==> src/common/epi_consts.svh <==
`ifndef EPI_CONSTS_SVH
`define EPI_CONSTS_SVH

// Register byte offsets on the APB bus.
`define EPI_OFF_SENSE_BITS 12'h000
`define EPI_OFF_STATUS_SENSE 12'h004
`define EPI_OFF_ENABLES 12'h008
`define EPI_OFF_FLAGS 12'h00C

// Field positions inside the sense control register.
`define EPI_SENSE_ZERO_LO 0
`define EPI_SENSE_ZERO_HI 1
`define EPI_SENSE_ONE_LO 2
`define EPI_SENSE_ONE_HI 3
// Field position of the input two edge select.
`define EPI_SENSE_TWO_BIT 6
// Enable and flag positions, shared by the enable and flag registers.
`define EPI_BIT_REQ_ONE 7
`define EPI_BIT_REQ_ZERO 6
`define EPI_BIT_REQ_TWO 5

// Sense field encodings for inputs zero and one.
`define EPI_MODE_LOW 2'h0
`define EPI_MODE_ANY 2'h1
`define EPI_MODE_FALL 2'h2
`define EPI_MODE_RISE 2'h3

// Reset values.
`define EPI_RESET_SENSE 4'h0
`define EPI_RESET_ENABLES 3'h0

// Timing: clock period, watchdog oscillator period, minimum pulse on input two.
`define EPI_CLK_PERIOD_NS 10
`define EPI_WDT_PERIOD_NS 1000
`define EPI_WDT_CYCLES (`EPI_WDT_PERIOD_NS / `EPI_CLK_PERIOD_NS)
`define EPI_MIN_PULSE_NS 50
`define EPI_MIN_PULSE_CYCLES (`EPI_MIN_PULSE_NS / `EPI_CLK_PERIOD_NS)

`endif

==> src/common/epi_pkg.sv <==
package epi_pkg;

    // Steps of the power-down level wake-up sequence.
    typedef enum logic [1:0] {
        WK_IDLE,
        WK_FIRST,
        WK_STARTUP
    } epi_wake_e;

    typedef logic [1:0] epi_sense_t;

endpackage : epi_pkg

==> src/epi_top.sv <==
// Contract
// - Pin activity requests even when driven out
// - Input two is edge sensed only
// - Level mode requests while pin stays low; masked while power_down is high
// - Edges on zero and one need I/O clock
// - Level and input two edge work clockless
// - Level wake sampled twice on watchdog tick
// - Level gone after start-up: wake, no request
// - Request needs global and own enable
// - Sample pins before edge detection
// - Input one sense field encoding
// - Input zero sense field encoding
// - Input two bit selects falling or rising
// - Input two edges caught above 50 ns
// - Input one enable bit 7, own vector
// - Zero enable bit 6, two bit 5
// - Event sets flag; service or one clears
// - Level mode flags read as cleared
`include "epi_consts.svh"

module epi_top
    import epi_pkg::*;
#(
    parameter int unsigned STARTUP_CYCLES = 1000
)
(
    input wire logic clk,
    input wire logic reset_n,
    input wire logic psel,
    input wire logic penable,
    input wire logic pwrite,
    input wire logic [11:0] paddr,
    input wire logic [31:0] pwdata,
    output logic [31:0] prdata,
    output logic pready,
    output logic pslverr,
    input wire logic [2:0] ext_req_pin,
    input wire logic global_int_enable,
    input wire logic [2:0] vector_ack,
    input wire logic io_clk_stopped,
    input wire logic power_down,
    output logic [2:0] irq_request,
    output logic wake_up
);

    localparam logic [15:0] WDT_LAST = 16'(`EPI_WDT_CYCLES - 1);
    localparam logic [15:0] START_LAST = 16'(STARTUP_CYCLES - 1);

    logic [3:0] sense_bits;
    logic sense_two_edge;
    logic [2:0] enables;
    logic [2:0] flags;
    logic [2:0] pin_meta;
    logic [2:0] pin_sync;
    logic [2:0] pin_prev;
    logic [2:0] trig;
    logic [1:0] level_mode;
    logic [1:0] level_low;
    logic [2:0] clear_req;
    logic wr_access;
    logic flag_write;
    logic mapped;
    logic [31:0] next_rdata;
    logic [15:0] wdt_cnt;
    logic wdt_tick;
    logic [15:0] start_cnt;
    epi_wake_e wake_state;
    logic level_wake_cond;
    logic next_wake;

    // The slave never stalls, so every access phase completes in one cycle.
    assign pready = 1'b1;
    assign wr_access = psel && penable && pwrite;
    assign flag_write = wr_access && (paddr == `EPI_OFF_FLAGS);

    // Address decode for the error answer; the read mux decodes paddr itself.
    always_comb
    begin
        case (paddr)
            `EPI_OFF_SENSE_BITS: mapped = 1'b1;
            `EPI_OFF_STATUS_SENSE: mapped = 1'b1;
            `EPI_OFF_ENABLES: mapped = 1'b1;
            `EPI_OFF_FLAGS: mapped = 1'b1;
            default: mapped = 1'b0;
        endcase
    end

    // Unmapped addresses answer with an error in the access phase.
    assign pslverr = psel && penable && !mapped;

    // Read data is built here and captured in the setup phase.
    always_comb
    begin
        next_rdata = 32'h0000_0000;
        case (paddr)
            `EPI_OFF_SENSE_BITS: next_rdata[3:0] = sense_bits;
            `EPI_OFF_STATUS_SENSE: next_rdata[`EPI_SENSE_TWO_BIT] = sense_two_edge;
            `EPI_OFF_ENABLES:
            begin
                next_rdata[`EPI_BIT_REQ_ONE] = enables[1];
                next_rdata[`EPI_BIT_REQ_ZERO] = enables[0];
                next_rdata[`EPI_BIT_REQ_TWO] = enables[2];
            end
            `EPI_OFF_FLAGS:
            begin
                next_rdata[`EPI_BIT_REQ_ONE] = flags[1];
                next_rdata[`EPI_BIT_REQ_ZERO] = flags[0];
                next_rdata[`EPI_BIT_REQ_TWO] = flags[2];
            end
            default: next_rdata = 32'h0000_0000;
        endcase
    end

    // Registering read data in setup keeps prdata off any combinational path.
    always_ff @(posedge clk)
    begin
        if (!reset_n)
            prdata <= 32'h0000_0000;
        else if (psel && !penable && !pwrite)
            prdata <= next_rdata;
    end

    // Sense fields for inputs zero and one.
    always_ff @(posedge clk)
    begin
        if (!reset_n)
            sense_bits <= `EPI_RESET_SENSE;
        else if (wr_access && paddr == `EPI_OFF_SENSE_BITS)
            sense_bits <= pwdata[3:0];
    end

    // Edge select for input two; the only sense choice it has.
    always_ff @(posedge clk)
    begin
        if (!reset_n)
            sense_two_edge <= 1'b0;
        else if (wr_access && paddr == `EPI_OFF_STATUS_SENSE)
            sense_two_edge <= pwdata[`EPI_SENSE_TWO_BIT];
    end

    // Per-input enables, each at its own bit.
    always_ff @(posedge clk)
    begin
        if (!reset_n)
            enables <= `EPI_RESET_ENABLES;
        else if (wr_access && paddr == `EPI_OFF_ENABLES)
        begin
            enables[1] <= pwdata[`EPI_BIT_REQ_ONE];
            enables[0] <= pwdata[`EPI_BIT_REQ_ZERO];
            enables[2] <= pwdata[`EPI_BIT_REQ_TWO];
        end
    end

    // Two-stage synchroniser; the pin is read whatever its direction.
    always_ff @(posedge clk)
    begin
        if (!reset_n)
        begin
            pin_meta <= 3'h7;
            pin_sync <= 3'h7;
        end
        else
        begin
            pin_meta <= ext_req_pin;
            pin_sync <= pin_meta;
        end
    end

    // Previous sample; inputs zero and one freeze while the I/O clock is stopped.
    always_ff @(posedge clk)
    begin
        if (!reset_n)
            pin_prev <= 3'h7;
        else
        begin
            if (!io_clk_stopped)
                pin_prev[1:0] <= pin_sync[1:0];
            pin_prev[2] <= pin_sync[2];
        end
    end

    // Edge and change detection for the two synchronous inputs.
    genvar gi;
    generate
        for (gi = 0; gi < 2; gi++)
        begin : g_sync_in
            epi_sense_t mode;
            logic hit;
            assign mode = sense_bits[2 * gi + 1 -: 2];
            assign level_mode[gi] = (mode == `EPI_MODE_LOW);
            assign level_low[gi] = level_mode[gi] && !pin_sync[gi];
            always_comb
            begin
                if (io_clk_stopped)
                    hit = 1'b0;
                else
                begin
                    case (mode)
                        `EPI_MODE_ANY: hit = pin_sync[gi] ^ pin_prev[gi];
                        `EPI_MODE_FALL: hit = pin_prev[gi] && !pin_sync[gi];
                        `EPI_MODE_RISE: hit = !pin_prev[gi] && pin_sync[gi];
                        default: hit = 1'b0;
                    endcase
                end
            end
            // Every bit of trig is driven continuously, so no bit mixes driver kinds.
            assign trig[gi] = hit;
        end
    endgenerate

    // Input two is edge only; a 50 ns pulse spans five clocks, so it is seen.
    assign trig[2] = sense_two_edge ? (!pin_prev[2] && pin_sync[2])
                                    : (pin_prev[2] && !pin_sync[2]);

    // Clears come from the serviced vector or a one written to the flag.
    assign clear_req[0] = vector_ack[0] || (flag_write && pwdata[`EPI_BIT_REQ_ZERO]);
    assign clear_req[1] = vector_ack[1] || (flag_write && pwdata[`EPI_BIT_REQ_ONE]);
    assign clear_req[2] = vector_ack[2] || (flag_write && pwdata[`EPI_BIT_REQ_TWO]);

    // Sticky flags: a new event wins over a clear in the same cycle.
    always_ff @(posedge clk)
    begin
        if (!reset_n)
            flags <= 3'h0;
        else
        begin
            for (int i = 0; i < 2; i++)
            begin
                if (level_mode[i])
                    flags[i] <= 1'b0;
                else
                    flags[i] <= trig[i] || (flags[i] && !clear_req[i]);
            end
            flags[2] <= trig[2] || (flags[2] && !clear_req[2]);
        end
    end

    // Level requests are held back while power_down is high, whatever the wake sequence does.
    always_comb
    begin
        for (int i = 0; i < 2; i++)
        begin
            irq_request[i] = global_int_enable && enables[i]
                && (level_mode[i] ? (level_low[i] && !power_down) : flags[i]);
        end
        irq_request[2] = global_int_enable && enables[2] && flags[2];
    end

    // Watchdog oscillator stand-in: a one-cycle tick every microsecond.
    always_ff @(posedge clk)
    begin
        if (!reset_n)
            wdt_cnt <= 16'h0000;
        else if (wdt_cnt == WDT_LAST)
            wdt_cnt <= 16'h0000;
        else
            wdt_cnt <= wdt_cnt + 16'h0001;
    end

    assign wdt_tick = (wdt_cnt == WDT_LAST);
    assign level_wake_cond = (level_low[0] && enables[0]) || (level_low[1] && enables[1]);

    // Two consecutive low samples start the start-up count; noise shorter
    // than a tick period is ignored, which is the point of double sampling.
    always_ff @(posedge clk)
    begin
        if (!reset_n)
            wake_state <= WK_IDLE;
        else if (!power_down)
            wake_state <= WK_IDLE;
        else
        begin
            case (wake_state)
                WK_IDLE:
                    if (wdt_tick && level_wake_cond)
                        wake_state <= WK_FIRST;
                WK_FIRST:
                    if (wdt_tick)
                        wake_state <= level_wake_cond ? WK_STARTUP : WK_IDLE;
                WK_STARTUP:
                    if (start_cnt == START_LAST)
                        wake_state <= WK_IDLE;
                default: wake_state <= WK_IDLE;
            endcase
        end
    end

    // Start-up timer; the level need not persist through it.
    always_ff @(posedge clk)
    begin
        if (!reset_n)
            start_cnt <= 16'h0000;
        else if (wake_state != WK_STARTUP)
            start_cnt <= 16'h0000;
        else
            start_cnt <= start_cnt + 16'h0001;
    end

    // Wake pulse: end of start-up, or an enabled edge on input two in power-down.
    assign next_wake = power_down && ((wake_state == WK_STARTUP && start_cnt == START_LAST)
        || (trig[2] && enables[2]));

    always_ff @(posedge clk)
    begin
        if (!reset_n)
            wake_up <= 1'b0;
        else
            wake_up <= next_wake;
    end
endmodule : epi_top

==> config.mk <==
export PLATFORM = sky130hd
export DESIGN_NAME = epi_top
export DESIGN_NICKNAME = d
export VERILOG_FILES = /design/src/common/epi_pkg.sv /design/src/epi_top.sv
export VERILOG_INCLUDE_DIRS = /design/src /design/src/common
export SDC_FILE = /design/constraint.sdc
export NUM_CORES = 1
export LEC_CHECK = 0
export ABC_AREA = 1
export BUFFER_PORTS_ARGS = -buffer_cell sky130_fd_sc_hd__buf_2
export CAP_MARGIN = 40
export CORE_UTILIZATION = 51
export CTS_CLUSTER_SIZE = 8
export DETAILED_ROUTE_END_ITERATION = 12
export PLACE_DENSITY = 0.8
export SKIP_LAST_GASP = 1
export SLEW_MARGIN = 20
export SYNTH_ARGS = -nofsm -noshare
export SYNTH_HDL_FRONTEND = slang
export SYNTH_SLANG_ARGS = --single-unit
==> constraint.sdc <==
create_clock -name clk -period 2 [get_ports clk]
set_input_delay 0.1 -clock clk [delete_from_list [all_inputs] [get_ports clk]]
set_output_delay 0.1 -clock clk [all_outputs]
set_load 0.02 [all_outputs]
==> results of run 1 <==
-- flip-flops by register name, indices dropped and copies added, names as in the netlist, 2 cells and up --
register and count:
enables 3, start_cnt 16, wdt_cnt 16, prdata 7, flags 3, wake_state 2
sense_bits 4, pin_meta 3, pin_prev 3, pin_sync 3
-- cell usage in the layout, fill, tap and decap left out, types with 2 or more instances in the layout --
| master | synthesis | final |
|---|---|---|
| sky130_fd_sc_hd__buf_2 | 0 | 44 |
| sky130_fd_sc_hd__dfxtp_1 | 62 | 62 |
| sky130_fd_sc_hd__nor2_4 | 2 | 2 |
| sky130_fd_sc_hd__a21oi_1 | 39 | 39 |
| sky130_fd_sc_hd__o211ai_1 | 2 | 2 |
| sky130_fd_sc_hd__o21ai_0 | 26 | 26 |
| sky130_fd_sc_hd__buf_4 | 28 | 3 |
| sky130_fd_sc_hd__nand3_1 | 35 | 35 |
| sky130_fd_sc_hd__xnor2_1 | 3 | 3 |
| sky130_fd_sc_hd__ha_1 | 6 | 6 |
| sky130_fd_sc_hd__nand2_1 | 75 | 75 |
| sky130_fd_sc_hd__dlygate4sd3_1 | 0 | 3 |
| sky130_fd_sc_hd__nand2_2 | 2 | 2 |
| sky130_fd_sc_hd__nor3_2 | 2 | 2 |
| sky130_fd_sc_hd__xor2_1 | 2 | 2 |
| sky130_fd_sc_hd__nor2_2 | 5 | 5 |
| sky130_fd_sc_hd__or2_0 | 2 | 2 |
| sky130_fd_sc_hd__inv_1 | 48 | 48 |
| sky130_fd_sc_hd__clkinvlp_4 | 0 | 3 |
| sky130_fd_sc_hd__bufinv_16 | 0 | 2 |
| sky130_fd_sc_hd__nor2_1 | 57 | 57 |
| sky130_fd_sc_hd__nand4_1 | 4 | 4 |
| sky130_fd_sc_hd__or2_2 | 7 | 7 |
| sky130_fd_sc_hd__clkbuf_8 | 0 | 9 |
| sky130_fd_sc_hd__conb_1 | 2 | 26 |
| sky130_fd_sc_hd__and3_1 | 2 | 2 |
| sky130_fd_sc_hd__nor3_1 | 13 | 13 |
-- metal layers --
| layer | share of wire (%) | vias to the layer above |
|---|---|---|
| met3 | 4.9 | 10 |
| met2 | 48 | 67 |
| li1 | - | 1462 |
| met5 | 0 | - |
| met4 | 1.1 | 0 |
| met1 | 46 | 1266 |
-- cells in the mapped netlist (all sizes together) (2+ instances only) --
| cell type | number |
|---|---|
| nor2 | 64 |
| inv | 49 |
| and3 | 2 |
| nor3 | 15 |
| o211ai | 2 |
| xor2 | 2 |
| clkbuf | 4 |
| dfxtp | 62 |
| buf | 28 |
| nand4 | 4 |
| conb | 2 |
| xnor2 | 3 |
| ha | 6 |
| a21oi | 40 |
| nor3b | 2 |
| o21ai | 26 |
| nand2 | 78 |
| or2 | 9 |
| nand3 | 36 |
-- logic make-up after synthesis --
logic type / synth area share, %
xor gates and xnor gates: 1.409
adders and majority gates: 2.414
other: 0.2415
and+or+nand+nor: 31.43
DFF: 39.92
AOI/OAI and AO/OA: 11.43
buffers and inverters: 13.16
-- final timing paths --
path,start,to,slack (ns),cells past startpoint
hold reg to reg,pin_meta[1],pin_sync[1],0.42,1
setup reg to reg,start_cnt[0],start_cnt[12],0.46,8
hold / removal,io_clk_stopped,pin_prev[0],0.04,2
setup / recovery,start_cnt[0],start_cnt[12],0.46,8
-- metrics by stage --
step                      setup WS, ns  area, um2  total power (W)  util [%]  hold WS, ns
after floorplan                 0.6162       3199         0.001447         -       0.2004
after global placement          0.5411       3311         0.001462     56.25       0.2878
after detailed placement        0.4906       3311         0.001467     56.25       0.2900
after CTS                       0.4529       3561         0.002674     60.50      0.02300
after global routing            0.3172       3561         0.002756     60.50      0.02113
final                           0.4563       3561         0.002650     60.50      0.03502
-- power by group through the flow --
stage                     combinational, W  sequential (W)  clock, W
after global routing              0.000200         0.00127   0.00129
after floorplan                   0.000148         0.00130         0
after detailed placement          0.000173         0.00129         0
after global placement            0.000169         0.00129         0
after CTS                         0.000178         0.00127   0.00123
final                             0.000179         0.00127   0.00121
-- worst max-delay path: stages (launching register included) --
cell and delay, ns:
sky130_fd_sc_hd__dfxtp_1 0.36, sky130_fd_sc_hd__ha_1 0.19, sky130_fd_sc_hd__nand2_1 0.07, sky130_fd_sc_hd__inv_1 0.11, sky130_fd_sc_hd__nand2_1 0.10, sky130_fd_sc_hd__nor3_1 0.34, sky130_fd_sc_hd__nand3_1 0.14, sky130_fd_sc_hd__nand2_1 0.09
sky130_fd_sc_hd__nor2_1 0.04
-- area by class of cell --
cell class / instances / area, um2 / area share [%]
Sequential cell: 62 / 1241 / 34.86
Timing Repair Buffer: 50 / 272.8 / 7.660
Clock inverter: 7 / 96.34 / 2.706
Clock buffer: 9 / 123.9 / 3.479
Tap cell: 75 / 93.84 / 2.635
Multi-Input combinational cell: 319 / 1549 / 43.50
Inverter: 49 / 183.9 / 5.165
-- what timing repair did --
item	in CTS	in global routing
setup buffers	0	0
endpoints found under the hold margin	3	0
hold buffers	3	0
endpoints found under the setup margin	0	0
gates resized for setup	0	0
==> metrics.log, run 1 <==
INFO  metric seq_area_frac_synth = 39.92%
INFO  metric placement_rows = 28
INFO  metric maximum_ir_drop_on_the_vdd_rail = 0.0006083 V
INFO  metric p_int = 0.002017 W
INFO  metric timing.hold.worst.class = input pin to flip-flop
INFO  metric placed_cells_incl_taps = 552
INFO  metric final_max_slew_viol_count = 0
INFO  metric synth_edf_count = 0
INFO  metric cts_sinks = 62
INFO  metric post-route-drc-count = 0
INFO  metric hold_viol = 0
INFO  metric areaGrowthSynthToFinish = 14.53%
INFO  metric gp_congestion = 0.8499
INFO  metric grtUsageMet3 = 6.932%
INFO  metric die_area = 0.006413 mm2
INFO  metric powerDensity = 744.2 mW/mm2
INFO  metric synth_warnings = 0
INFO  metric synthCells = 438
INFO  metric final_cells = 571
INFO  metric cts_root_buf = sky130_fd_sc_hd__clkbuf_8
INFO  metric synthDominantCellAreaShare = 39.92%
INFO  metric max_fo_critical_path = 4
INFO  metric clock_tree_from_tritoncts = done
INFO  metric asyncSetResetFlopFracSynth = 0%
INFO  metric grt_total_usage = 20.45%
INFO  metric setup_violations = 0
INFO  metric p_leak = 1.477 nW
INFO  metric seq_power_share = 47.8%
INFO  metric synth.lib_cells_used.distinct = 33
INFO  metric critPathRequiredTime = 2.23 ns
INFO  metric numPortBuffers = 44
INFO  metric post-synth-top-area-cell = sky130_fd_sc_hd__dfxtp_1
INFO  metric initial_core_util = 52.83%
INFO  metric grt_start_max_net_pins = 21
INFO  metric power.clock.fraction = 45.5%
INFO  metric finalSetupTns = 0 ns
INFO  metric synth.avg_cell_area = 7.099 um2
INFO  metric end_kind = flip-flop
INFO  metric finalCritPeriodShare = 77.19%
INFO  metric routed_via_density = 4.912
INFO  metric via_count_of_the_first_global_routing_pass = 2,371
INFO  metric post-route-min-period = 1.544 ns
INFO  metric dr.pass1.iters = 5
INFO  metric boundaryPins = 96
INFO  metric global_route.peak_usage_layer = met2
INFO  metric route.vias.total = 2,805
INFO  metric p_comb_share = 6.8%
INFO  metric detail_route.iter0.violations = 189
INFO  metric fin_nets = 555
INFO  metric hpwl = 4650 um
INFO  metric tritoncts_buffers = 9
INFO  metric power.switching_fraction = 23.90%
INFO  metric fmax = 647.8 MHz
INFO  metric setup.worst_path.class = flip-flop to flip-flop
INFO  metric n_fill_cell = 568
INFO  metric syn_area = 0.003109 mm2
INFO  metric final_antenna_net_count = 0
INFO  metric drive_above_1_share = 17.34%
INFO  metric fin_worst_skew = 0.01076 ns
INFO  metric cts_htree_levels = 3
INFO  metric ys_top_cells_by_area = sky130_fd_sc_hd__dfxtp_1 40%, sky130_fd_sc_hd__nand2_1 9.1%, sky130_fd_sc_hd__nor2_1 6.9%, sky130_fd_sc_hd__buf_4 6.8%, sky130_fd_sc_hd__a21oi_1 6.3%
INFO  metric grt_first_pass_wirelength = 10,010 um
INFO  metric globalRouteOverflowTotal = 0
INFO  metric ys_dominant_reg_cell = sky130_fd_sc_hd__dfxtp_1
INFO  metric ctsLongestPathBuffers = 2
INFO  metric global_route.usage.met1 = 25.00%
INFO  metric antenna_found_initial = 0
INFO  metric status = finished, final reports clean
INFO  metric n_antenna_cell = 0
INFO  metric clk_pin_slew_worst_paths = 0.07 ns
INFO  metric postRouteWirelength = 6249 um
INFO  metric drv.max_cap_violation_count = 0
INFO  metric grt_setup_unrepaired = no
INFO  metric data_arrival_time_of_the_critical_path = 1.78 ns
INFO  metric crit_path_start_kind = flip-flop
INFO  metric die-height = 80.08 um
INFO  metric insertion_delay = 0.34 ns
INFO  metric use_met2 = 33.85%
INFO  metric ys_ff_latch = 62
INFO  metric core_area = 0.005886 mm2
INFO  metric post_drt_wl_per_cell = 10.94 um
INFO  metric die-width = 80.08 um
INFO  metric total_switching_power = 0.0006335 W
Note: power is estimated with default switching activity, not from simulation.
==> run 2: changes to the inputs <==
ABC_AREA = 0   (was 1)
CORE_UTILIZATION = 46   (was 51)
PLACE_DENSITY = 0.76   (was 0.8)
clock period = 1.3 ns   (was 2 ns; I/O delays follow)
==> run 2 against run 1 <==
  * The run now ends with setup timing left
  * Cell count is 2.5% lower
  * Clock skew down 0.0019 ns
  * Non-clock buffer count rose by 75
  * Clock power rose by 40%
  * Wire length increased by 31%
  * Area after synthesis is 1.7% lower
  * Clock-buffer cell count rose by 2
  * Sequential share of layout area shrank 5.7 points
  * Critical path type unchanged
  * Maximum frequency down 0.18%
  * Sequential power grew 51%
  * Flip-flop and latch count is the same
  * Cell area up 25%
==> metrics.log, run 2 <==
INFO  metric fin_nets = 539 (was 555)
INFO  metric post-route-drc-count = 0 (unchanged)
INFO  metric layout_setup_ws = -0.2466 ns (was 0.4563 ns)
INFO  metric dr.pass1.iters = 4 (was 5)
INFO  metric post-place-ws = -0.2297 ns (was 0.4906 ns)
INFO  metric ys_ff_latch = 62 (unchanged)
INFO  metric hpwl = 5362 um (was 4650 um)
INFO  metric dr_wl_met2 = 4121 um (was 2991 um)
INFO  metric grt_total_usage = 23.33% (was 20.45%)
INFO  metric ctsLongestPathBuffers = 2 (unchanged)
INFO  metric failed_checks = setup timing
INFO  metric synth.most_common_cell = sky130_fd_sc_hd__dfxtp_1 (was sky130_fd_sc_hd__nand2_1)
INFO  metric asyncSetResetFlopFracSynth = 0% (unchanged)
INFO  metric insertion_delay = 0.34 ns (about the same)
INFO  metric boundaryPins = 96 (unchanged)
INFO  metric core_area = 0.006386 mm2 (was 0.005886 mm2)
INFO  metric cts_sinks = 62 (unchanged)
INFO  metric grt_setup_unrepaired = yes (was no)
INFO  metric timing.hold.worst.class = input pin to flip-flop (unchanged)
INFO  metric tritoncts_buffers = 9 (unchanged)
INFO  metric met1_length = 3504 um (was 2879 um)
INFO  metric cts_htree_levels = 3 (unchanged)
INFO  metric max_fo_critical_path = 3 (was 4)
INFO  metric route.vias.total = 2,968 (was 2,805)
INFO  metric synthDominantCellAreaShare = 40.62% (was 39.92%)
INFO  metric clk_pin_slew_worst_paths = 0.07 ns (about the same)
INFO  metric ys_top_cells_by_area = sky130_fd_sc_hd__dfxtp_1 41%, sky130_fd_sc_hd__buf_4 6.4%, sky130_fd_sc_hd__xnor2_1 5.2%, sky130_fd_sc_hd__nor2_1 4.7%, sky130_fd_sc_hd__nand3_1 3.1% (was sky130_fd_sc_hd__dfxtp_1 40%, sky130_fd_sc_hd__nand2_1 9.1%, sky130_fd_sc_hd__nor2_1 6.9%, sky130_fd_sc_hd__buf_4 6.8%, sky130_fd_sc_hd__a21oi_1 6.3%)
INFO  metric post_drt_wl_per_cell = 14.66 um (was 10.94 um)
INFO  metric finalCritPeriodShare = 119.0% (was 77.19%)
INFO  metric postRouteWirelength = 8165 um (was 6249 um)
INFO  metric largestRegisters = start_cnt: 16 flops, wdt_cnt: 16 flops, prdata: 7 flops (unchanged)
INFO  metric initial_core_util = 47.84% (was 52.83%)
INFO  metric grt_first_pass_wirelength = 12,990 um (was 10,010 um)
INFO  metric clock_tree_from_tritoncts = done (unchanged)
INFO  metric post-route-cell-area = 0.004441 mm2 (was 0.003561 mm2)
INFO  metric end_kind = flip-flop (unchanged)
INFO  metric maximum_ir_drop_on_the_vdd_rail = 0.0009680 V (was 0.0006083 V)
INFO  metric critical_path.cell_chain = ha_4 > and4bb_1 > nand4_2 > or4b_4 > a21oi_2 (was ha_1 > nand2_1 > inv_1 > nand2_1 > nor3_1 > nand3_1 > nand2_1 > nor2_1)
INFO  metric areaGrowthSynthToFinish = 45.33% (was 14.53%)
INFO  metric die-width = 83.50 um (was 80.08 um)
INFO  metric numPortBuffers = 44 (unchanged)
INFO  metric globalRouteOverflowTotal = 0 (unchanged)
INFO  metric final_common_cell = sky130_fd_sc_hd__buf_4 (was sky130_fd_sc_hd__nand2_1)
INFO  metric synthCells = 352 (was 438)
INFO  metric timing.critical_path.slowest_cell_delay = 0.54 ns (was 0.36 ns)
INFO  metric crit_path_start_kind = flip-flop (unchanged)
INFO  metric ys_dominant_reg_cell = sky130_fd_sc_hd__dfxtp_1 (unchanged)
INFO  metric fmax = 646.6 MHz (was 647.8 MHz)
INFO  metric hold_viol = 0 (unchanged)
INFO  metric placement.cell_area = 0.003736 mm2 (was 0.003311 mm2)
INFO  metric seq_area_frac_synth = 40.62% (was 39.92%)
INFO  metric detail_route.iter0.violations = 124 (was 189)
INFO  metric antenna_found_initial = 0 (unchanged)
INFO  metric critical_path.top_delay_family = simple AND/OR/NAND/NOR gates (unchanged)
INFO  metric met3_wirelength = 334 um (was 308 um)
INFO  metric status = finished with violations (was finished, final reports clean)
INFO  metric via_count_of_the_first_global_routing_pass = 2,830 (was 2,371)
INFO  metric fin_worst_skew = 0.008834 ns (was 0.01076 ns)
INFO  metric post-route-min-period = 1.547 ns (was 1.544 ns)
INFO  metric final_max_slew_viol_count = 0 (unchanged)
INFO  metric post-synth-top-area-cell = sky130_fd_sc_hd__dfxtp_1 (unchanged)
INFO  metric gp_congestion = 0.9075 (was 0.8499)
INFO  metric critical-path-slowest-cell = sky130_fd_sc_hd__or4b_4 (was sky130_fd_sc_hd__dfxtp_1)
INFO  metric netlist_top_cells_count = 62 x sky130_fd_sc_hd__dfxtp_1, 38 x sky130_fd_sc_hd__nor2_1, 26 x sky130_fd_sc_hd__buf_4, 19 x sky130_fd_sc_hd__nand2_1, 19 x sky130_fd_sc_hd__nand3_1 (was 75 x sky130_fd_sc_hd__nand2_1, 62 x sky130_fd_sc_hd__dfxtp_1, 57 x sky130_fd_sc_hd__nor2_1, 48 x sky130_fd_sc_hd__inv_1, 39 x sky130_fd_sc_hd__a21oi_1)
INFO  metric placement_rows = 29 (was 28)
INFO  metric routed_via_density = 5.329 (was 4.912)
INFO  metric critical_path.n_buffers_inverters = 0 (was 1)
INFO  metric synth.lib_cells_used.distinct = 56 (was 33)
INFO  metric n_antenna_cell = 0 (unchanged)
INFO  metric grt_start_max_net_pins = 16 (was 21)
INFO  metric p_leak = 1.880 nW (was 1.477 nW)
INFO  metric die_area = 0.006972 mm2 (was 0.006413 mm2)
INFO  metric synth_edf_count = 0 (unchanged)
INFO  metric drive_above_1_share = 42.29% (was 17.34%)
INFO  metric syn_area = 0.003055 mm2 (was 0.003109 mm2)
INFO  metric critPathRequiredTime = 1.58 ns (was 2.23 ns)
INFO  metric drv.max_cap_violation_count = 0 (unchanged)
INFO  metric setup.worst_path.class = flip-flop to flip-flop (unchanged)
INFO  metric die-height = 83.50 um (was 80.08 um)
INFO  metric cts_root_buf = sky130_fd_sc_hd__clkbuf_8 (unchanged)
INFO  metric final_cell_mix = 60 x sky130_fd_sc_hd__buf_4, 42 x sky130_fd_sc_hd__buf_2, 38 x sky130_fd_sc_hd__nor2_1, 38 x sky130_fd_sc_hd__dfxtp_1, 26 x sky130_fd_sc_hd__conb_1 (was 75 x sky130_fd_sc_hd__nand2_1, 62 x sky130_fd_sc_hd__dfxtp_1, 57 x sky130_fd_sc_hd__nor2_1, 48 x sky130_fd_sc_hd__inv_1, 44 x sky130_fd_sc_hd__buf_2)
INFO  metric synth.avg_cell_area = 8.680 um2 (was 7.099 um2)
INFO  metric highest-signal-layer = met4 (unchanged)
INFO  metric data_arrival_time_of_the_critical_path = 1.83 ns (was 1.78 ns)
INFO  metric synth_warnings = 0 (unchanged)
INFO  metric setup_violations = 27 (was 0)
INFO  metric final_antenna_net_count = 0 (unchanged)
INFO  metric powerDensity = 888.8 mW/mm2 (was 744.2 mW/mm2)
## run 2: layout make-up
cell class                      instances  area [um2]
Tap cell                               77       96.34
Timing Repair Buffer                  125       908.4
Inverter                               13       48.80
Clock buffer                           11       141.4
Clock inverter                          5       57.56
Fill cell                             468        1946
Multi-Input combinational cell        264        1894
Sequential cell                        62        1294
## run 2: power breakdown
part	switching, W	leakage, nW	internal, W
registers	0.0000179	0.515	0.00190
clock network	0.000761	0.0999	0.000939
logic	0.000194	1.27	0.000130
## run 2: cell families (layout without fill, tap and decap cells)
| logic type | Yosys count | in the layout | share of synthesized area [%] |
|---|---|---|---|
| XOR/XNOR | 24 | 24 | 6.880 |
| AND/OR/NAND/NOR | 151 | 151 | 28.01 |
| other | 2 | 26 | 0.2458 |
| flip-flops | 62 | 62 | 40.62 |
| multiplexers | 4 | 4 | 1.433 |
| buffers and inverters | 50 | 154 | 9.419 |
| adder cells (fa/ha/maj) | 6 | 6 | 2.457 |
| AO/OA/AOI/OAI | 53 | 53 | 10.93 |
## run 2: final timing paths
kind	start	to	slack [ns]	cells past startpoint
worst max-delay path	wdt_cnt[1]	wake_state[1]	-0.25	5
worst max register to register	wdt_cnt[1]	wake_state[1]	-0.25	5
worst min register to register	pin_meta[0]	pin_sync[0]	0.42	1
worst min-delay path	pwdata[6]	enables[0]	0.02	3
## run 2: repair_timing
| item | 4_1_cts | 5_1_grt |
|---|---|---|
| endpoints found under the hold margin | 9 | 0 |
| hold buffers | 9 | 0 |
| pin swaps | 22 | 19 |
| resized for setup | 37 | 38 |
| endpoints found under the setup margin | 25 | 33 |
| setup buffers | 9 | 6 |
## run 2: stage by stage
stage	power [W]	hold WS [ns]	util (%)	cells	setup TNS [ns]
after global routing	0.004101	0.01659	69.53	557	-5.911
after detailed placement	0.002247	0.2519	58.50	518	-3.077
final	0.003947	0.01759	69.53	557	-3.805
after floorplan	0.002189	0.1665	-	376	-0.7444
after global placement	0.002238	0.2491	58.50	518	-2.186
after CTS	0.003960	0.001949	67.05	552	-2.320
## run 2: worst register-to-register path, delay by kind of cell, from the launching register on
kind                       cells  cell delay [ns]
and+or+nand+nor                3             0.84
DFF                            1             0.36
AOI/OAI and AO/OA              1             0.14
adders and majority gates      1             0.13
## run 2: per-layer routing
metal / vias to the layer above / track usage (%)
met5: - / 0
met1: 1425 / 28.13
met4: 0 / 9.091
met3: 21 / 6.627
met2: 81 / 39.34
li1: 1441 / -
==> run 3: changes to the inputs <==
==> constraint.sdc (replaced) <==
create_clock -name clk -period 1.3 [get_ports clk]
set_input_delay 0.13 -clock clk [delete_from_list [all_inputs] [get_ports clk]]
set_output_delay 0.13 -clock clk [all_outputs]
set_load 0.02 [all_outputs]
==> run 3 against run 2 <==
  * The flow still finishes with violations (setup timing)
  * Flip-flop and latch count unchanged
  * Cell area increased by 0.48%
  * First-iteration DRC count shrank 27%
==> metrics.log, run 3 (same netlist as run 2, synthesis figures left out) <==
INFO  metric p_comb_share = 7.9% (was 8.2%)
INFO  metric max_fo_critical_path = 3 (unchanged)
INFO  metric n_antenna_cell = 0 (unchanged)
INFO  metric globalRouteOverflowTotal = 0 (unchanged)
INFO  metric worst_r2r_path_depth = 4 (was 5)
INFO  metric post_drt_wl_per_cell = 14.28 um (was 14.66 um)
INFO  metric detail_route.iter0.violations = 90 (was 124)
INFO  metric seq_power_share = 48.1% (was 48.7%)
INFO  metric areaGrowthSynthToFinish = 46.03% (was 45.33%)
INFO  metric post-route-min-period = 1.548 ns (was 1.547 ns)
INFO  metric antenna_found_initial = 0 (unchanged)
INFO  metric power.clock.fraction = 44.0% (was 43.1%)
INFO  metric cts_sinks = 62 (unchanged)
INFO  metric startpoint = wdt_cnt[7] (was wdt_cnt[1])
INFO  metric layout_setup_ws = -0.2477 ns (was -0.2466 ns)
INFO  metric final_antenna_net_count = 0 (unchanged)
INFO  metric grt_total_usage = 23.71% (was 23.33%)
INFO  metric powerDensity = 897.8 mW/mm2 (was 888.8 mW/mm2)
INFO  metric numPortBuffers = 44 (unchanged)
INFO  metric status = finished with violations (unchanged)
INFO  metric die-height = 83.50 um (unchanged)
INFO  metric data_arrival_time_of_the_critical_path = 1.83 ns (about the same)
INFO  metric tritoncts_buffers = 9 (unchanged)
INFO  metric min-delay-start = pwdata[1] (was pwdata[6])
INFO  metric failed_checks = setup timing (unchanged)
INFO  metric setup_violations = 26 (was 27)
INFO  metric core_area = 0.006386 mm2 (unchanged)
INFO  metric fmax = 646.1 MHz (was 646.6 MHz)
INFO  metric routed_via_density = 5.227 (was 5.329)
INFO  metric setup.worst_path.class = flip-flop to flip-flop (unchanged)
INFO  metric critical_path.n_buffers_inverters = 0 (unchanged)
INFO  metric reg2reg_end = wake_state[1] (unchanged)
INFO  metric maximum_ir_drop_on_the_vdd_rail = 0.0008321 V (was 0.0009680 V)
INFO  metric crit_cells = 4 (was 5)
INFO  metric hpwl = 5440 um (was 5362 um)
INFO  metric critical-path-slowest-cell = sky130_fd_sc_hd__or4b_4 (unchanged)
INFO  metric via_count_of_the_first_global_routing_pass = 2,890 (was 2,830)
INFO  metric critical_path.top_delay_family = simple AND/OR/NAND/NOR gates (unchanged)
INFO  metric total_switching_power = 0.0009521 W (was 0.0009731 W)
INFO  metric power.switching_fraction = 23.77% (was 24.66%)
INFO  metric finalCritPeriodShare = 119.1% (was 119.0%)
INFO  metric placement_rows = 29 (unchanged)
INFO  metric post-route-drc-count = 0 (unchanged)
INFO  metric boundaryPins = 96 (unchanged)
INFO  metric grt_setup_unrepaired = yes (unchanged)
INFO  metric final_common_cell = sky130_fd_sc_hd__buf_4 (unchanged)
INFO  metric ctsLongestPathBuffers = 2 (unchanged)
INFO  metric cts_root_buf = sky130_fd_sc_hd__clkbuf_8 (unchanged)
INFO  metric clk_pin_slew_worst_paths = 0.08 ns (was 0.07 ns)
INFO  metric hold_viol = 0 (unchanged)
INFO  metric post-place-ws = -0.2442 ns (was -0.2297 ns)
INFO  metric dr.pass1.iters = 4 (unchanged)
INFO  metric drv.max_cap_violation_count = 0 (unchanged)
INFO  metric fin_nets = 537 (was 539)
INFO  metric cts_htree_levels = 3 (unchanged)
INFO  metric drive_above_1_share = 42.47% (was 42.29%)
INFO  metric end_kind = flip-flop (unchanged)
INFO  metric initial_core_util = 47.84% (unchanged)
INFO  metric grt_first_pass_wirelength = 13,110 um (was 12,990 um)
INFO  metric postRouteWirelength = 7924 um (was 8165 um)
INFO  metric clock_tree_from_tritoncts = done (unchanged)
INFO  metric fin_worst_hold_slack = 0.05772 ns (was 0.01759 ns)
INFO  metric critPathCapture = wake_state[1] (unchanged)
INFO  metric die_area = 0.006972 mm2 (unchanged)
INFO  metric p_int = 0.003054 W (was 0.002974 W)
INFO  metric critical_path.cell_chain = nor4b_4 > nand4_2 > or4b_4 > a21oi_2 (was ha_4 > and4bb_1 > nand4_2 > or4b_4 > a21oi_2)
INFO  metric die-width = 83.50 um (unchanged)
INFO  metric p_leak = 1.922 nW (was 1.880 nW)
INFO  metric r2r_setup_slk = -0.25 ns (about the same)
INFO  metric largestRegisters = start_cnt: 16 flops, wdt_cnt: 16 flops, prdata: 7 flops (unchanged)
INFO  metric final_cell_mix = 61 x sky130_fd_sc_hd__buf_4, 42 x sky130_fd_sc_hd__buf_2, 39 x sky130_fd_sc_hd__dfxtp_1, 38 x sky130_fd_sc_hd__nor2_1, 26 x sky130_fd_sc_hd__conb_1 (was 60 x sky130_fd_sc_hd__buf_4, 42 x sky130_fd_sc_hd__buf_2, 38 x sky130_fd_sc_hd__nor2_1, 38 x sky130_fd_sc_hd__dfxtp_1, 26 x sky130_fd_sc_hd__conb_1)
INFO  metric timing.hold.worst.class = input pin to flip-flop (unchanged)
INFO  metric critPathRequiredTime = 1.58 ns (about the same)
INFO  metric route.vias.total = 2,901 (was 2,968)
INFO  metric insertion_delay = 0.35 ns (was 0.34 ns)
INFO  metric crit_path_start_kind = flip-flop (unchanged)
INFO  metric fin_worst_skew = 0.01239 ns (was 0.008834 ns)
INFO  metric final_max_slew_viol_count = 0 (unchanged)
INFO  metric gp_congestion = 0.9099 (was 0.9075)
INFO  metric grt_start_max_net_pins = 16 (unchanged)
INFO  metric timing.critical_path.slowest_cell_delay = 0.55 ns (was 0.54 ns)
INFO  metric timing.rr.start = wdt_cnt[7] (was wdt_cnt[1])
run 3: stage by stage:
step | utilization (%) | setup TNS [ns] | cells | instance area, um2 | total power [W]
6_report | 69.87 | -4.087 | 555 | 4462 | 0.004006
5_1_grt | 69.87 | -6.283 | 555 | 4462 | 0.004159
4_1_cts | 67.50 | -2.513 | 549 | 4310 | 0.004035
3_5_place_dp | 58.97 | -4.251 | 522 | 3766 | 0.002248
3_3_place_gp | 58.97 | -2.537 | 522 | 3766 | 0.002238
2_1_floorplan | - | -0.7444 | 376 | 3223 | 0.002189
run 3: worst min path at each step:
stage	depth (start not counted)	slack, ns	end
2_1_floorplan	1	0.23	pin_meta[0]
3_3_place_gp	2	0.31	pin_meta[0]
3_5_place_dp	2	0.31	pin_meta[2]
4_1_cts	2	0.04	pin_prev[0]
5_1_grt	3	0.05	sense_bits[1]
6_report	3	0.06	sense_bits[1]
run 3: per-layer routing:
metal / track usage [%] / part of all wire (%) / up-vias
met3: 6.825 / 4.6 / 19
li1: - / - / 1435
met4: 8.937 / 2.4 / 0
met1: 27.96 / 42 / 1370
met2: 40.83 / 51 / 77
met5: 0 / 0 / -
run 3: power by group through the flow:
stage / sequential [W] / combinational [W] / clock [W]
final: 0.00193 / 0.000318 / 0.00176
after global routing: 0.00193 / 0.000347 / 0.00188
after CTS: 0.00193 / 0.000305 / 0.00180
after detailed placement: 0.00197 / 0.000279 / 0
after global placement: 0.00197 / 0.000270 / 0
after floorplan: 0.00197 / 0.000221 / 0
run 3: worst min-delay path: cells and delay by family:
family,cells,cell delay (ns)
and+or+nand+nor,1,0.07
AOI/OAI and AO/OA,1,0.06
buffers and inverters,1,0.10
run 3: final cells by class:
class	count	area, um2
Tap cell	77	96.34
Clock buffer	14	205.2
Timing Repair Buffer	123	898.4
Inverter	13	48.80
Sequential cell	62	1290
Clock inverter	2	10.01
Fill cell	472	1924
Multi-Input combinational cell	264	1913
run 3: timing repair:
item                       CTS  global route
pin swaps                   17            19
hold buffers                 3             0
setup endpoints to repair   28            42
setup buffers                9             6
hold endpoints to repair     3             0
cloned                       0             0
resized for setup           52            22
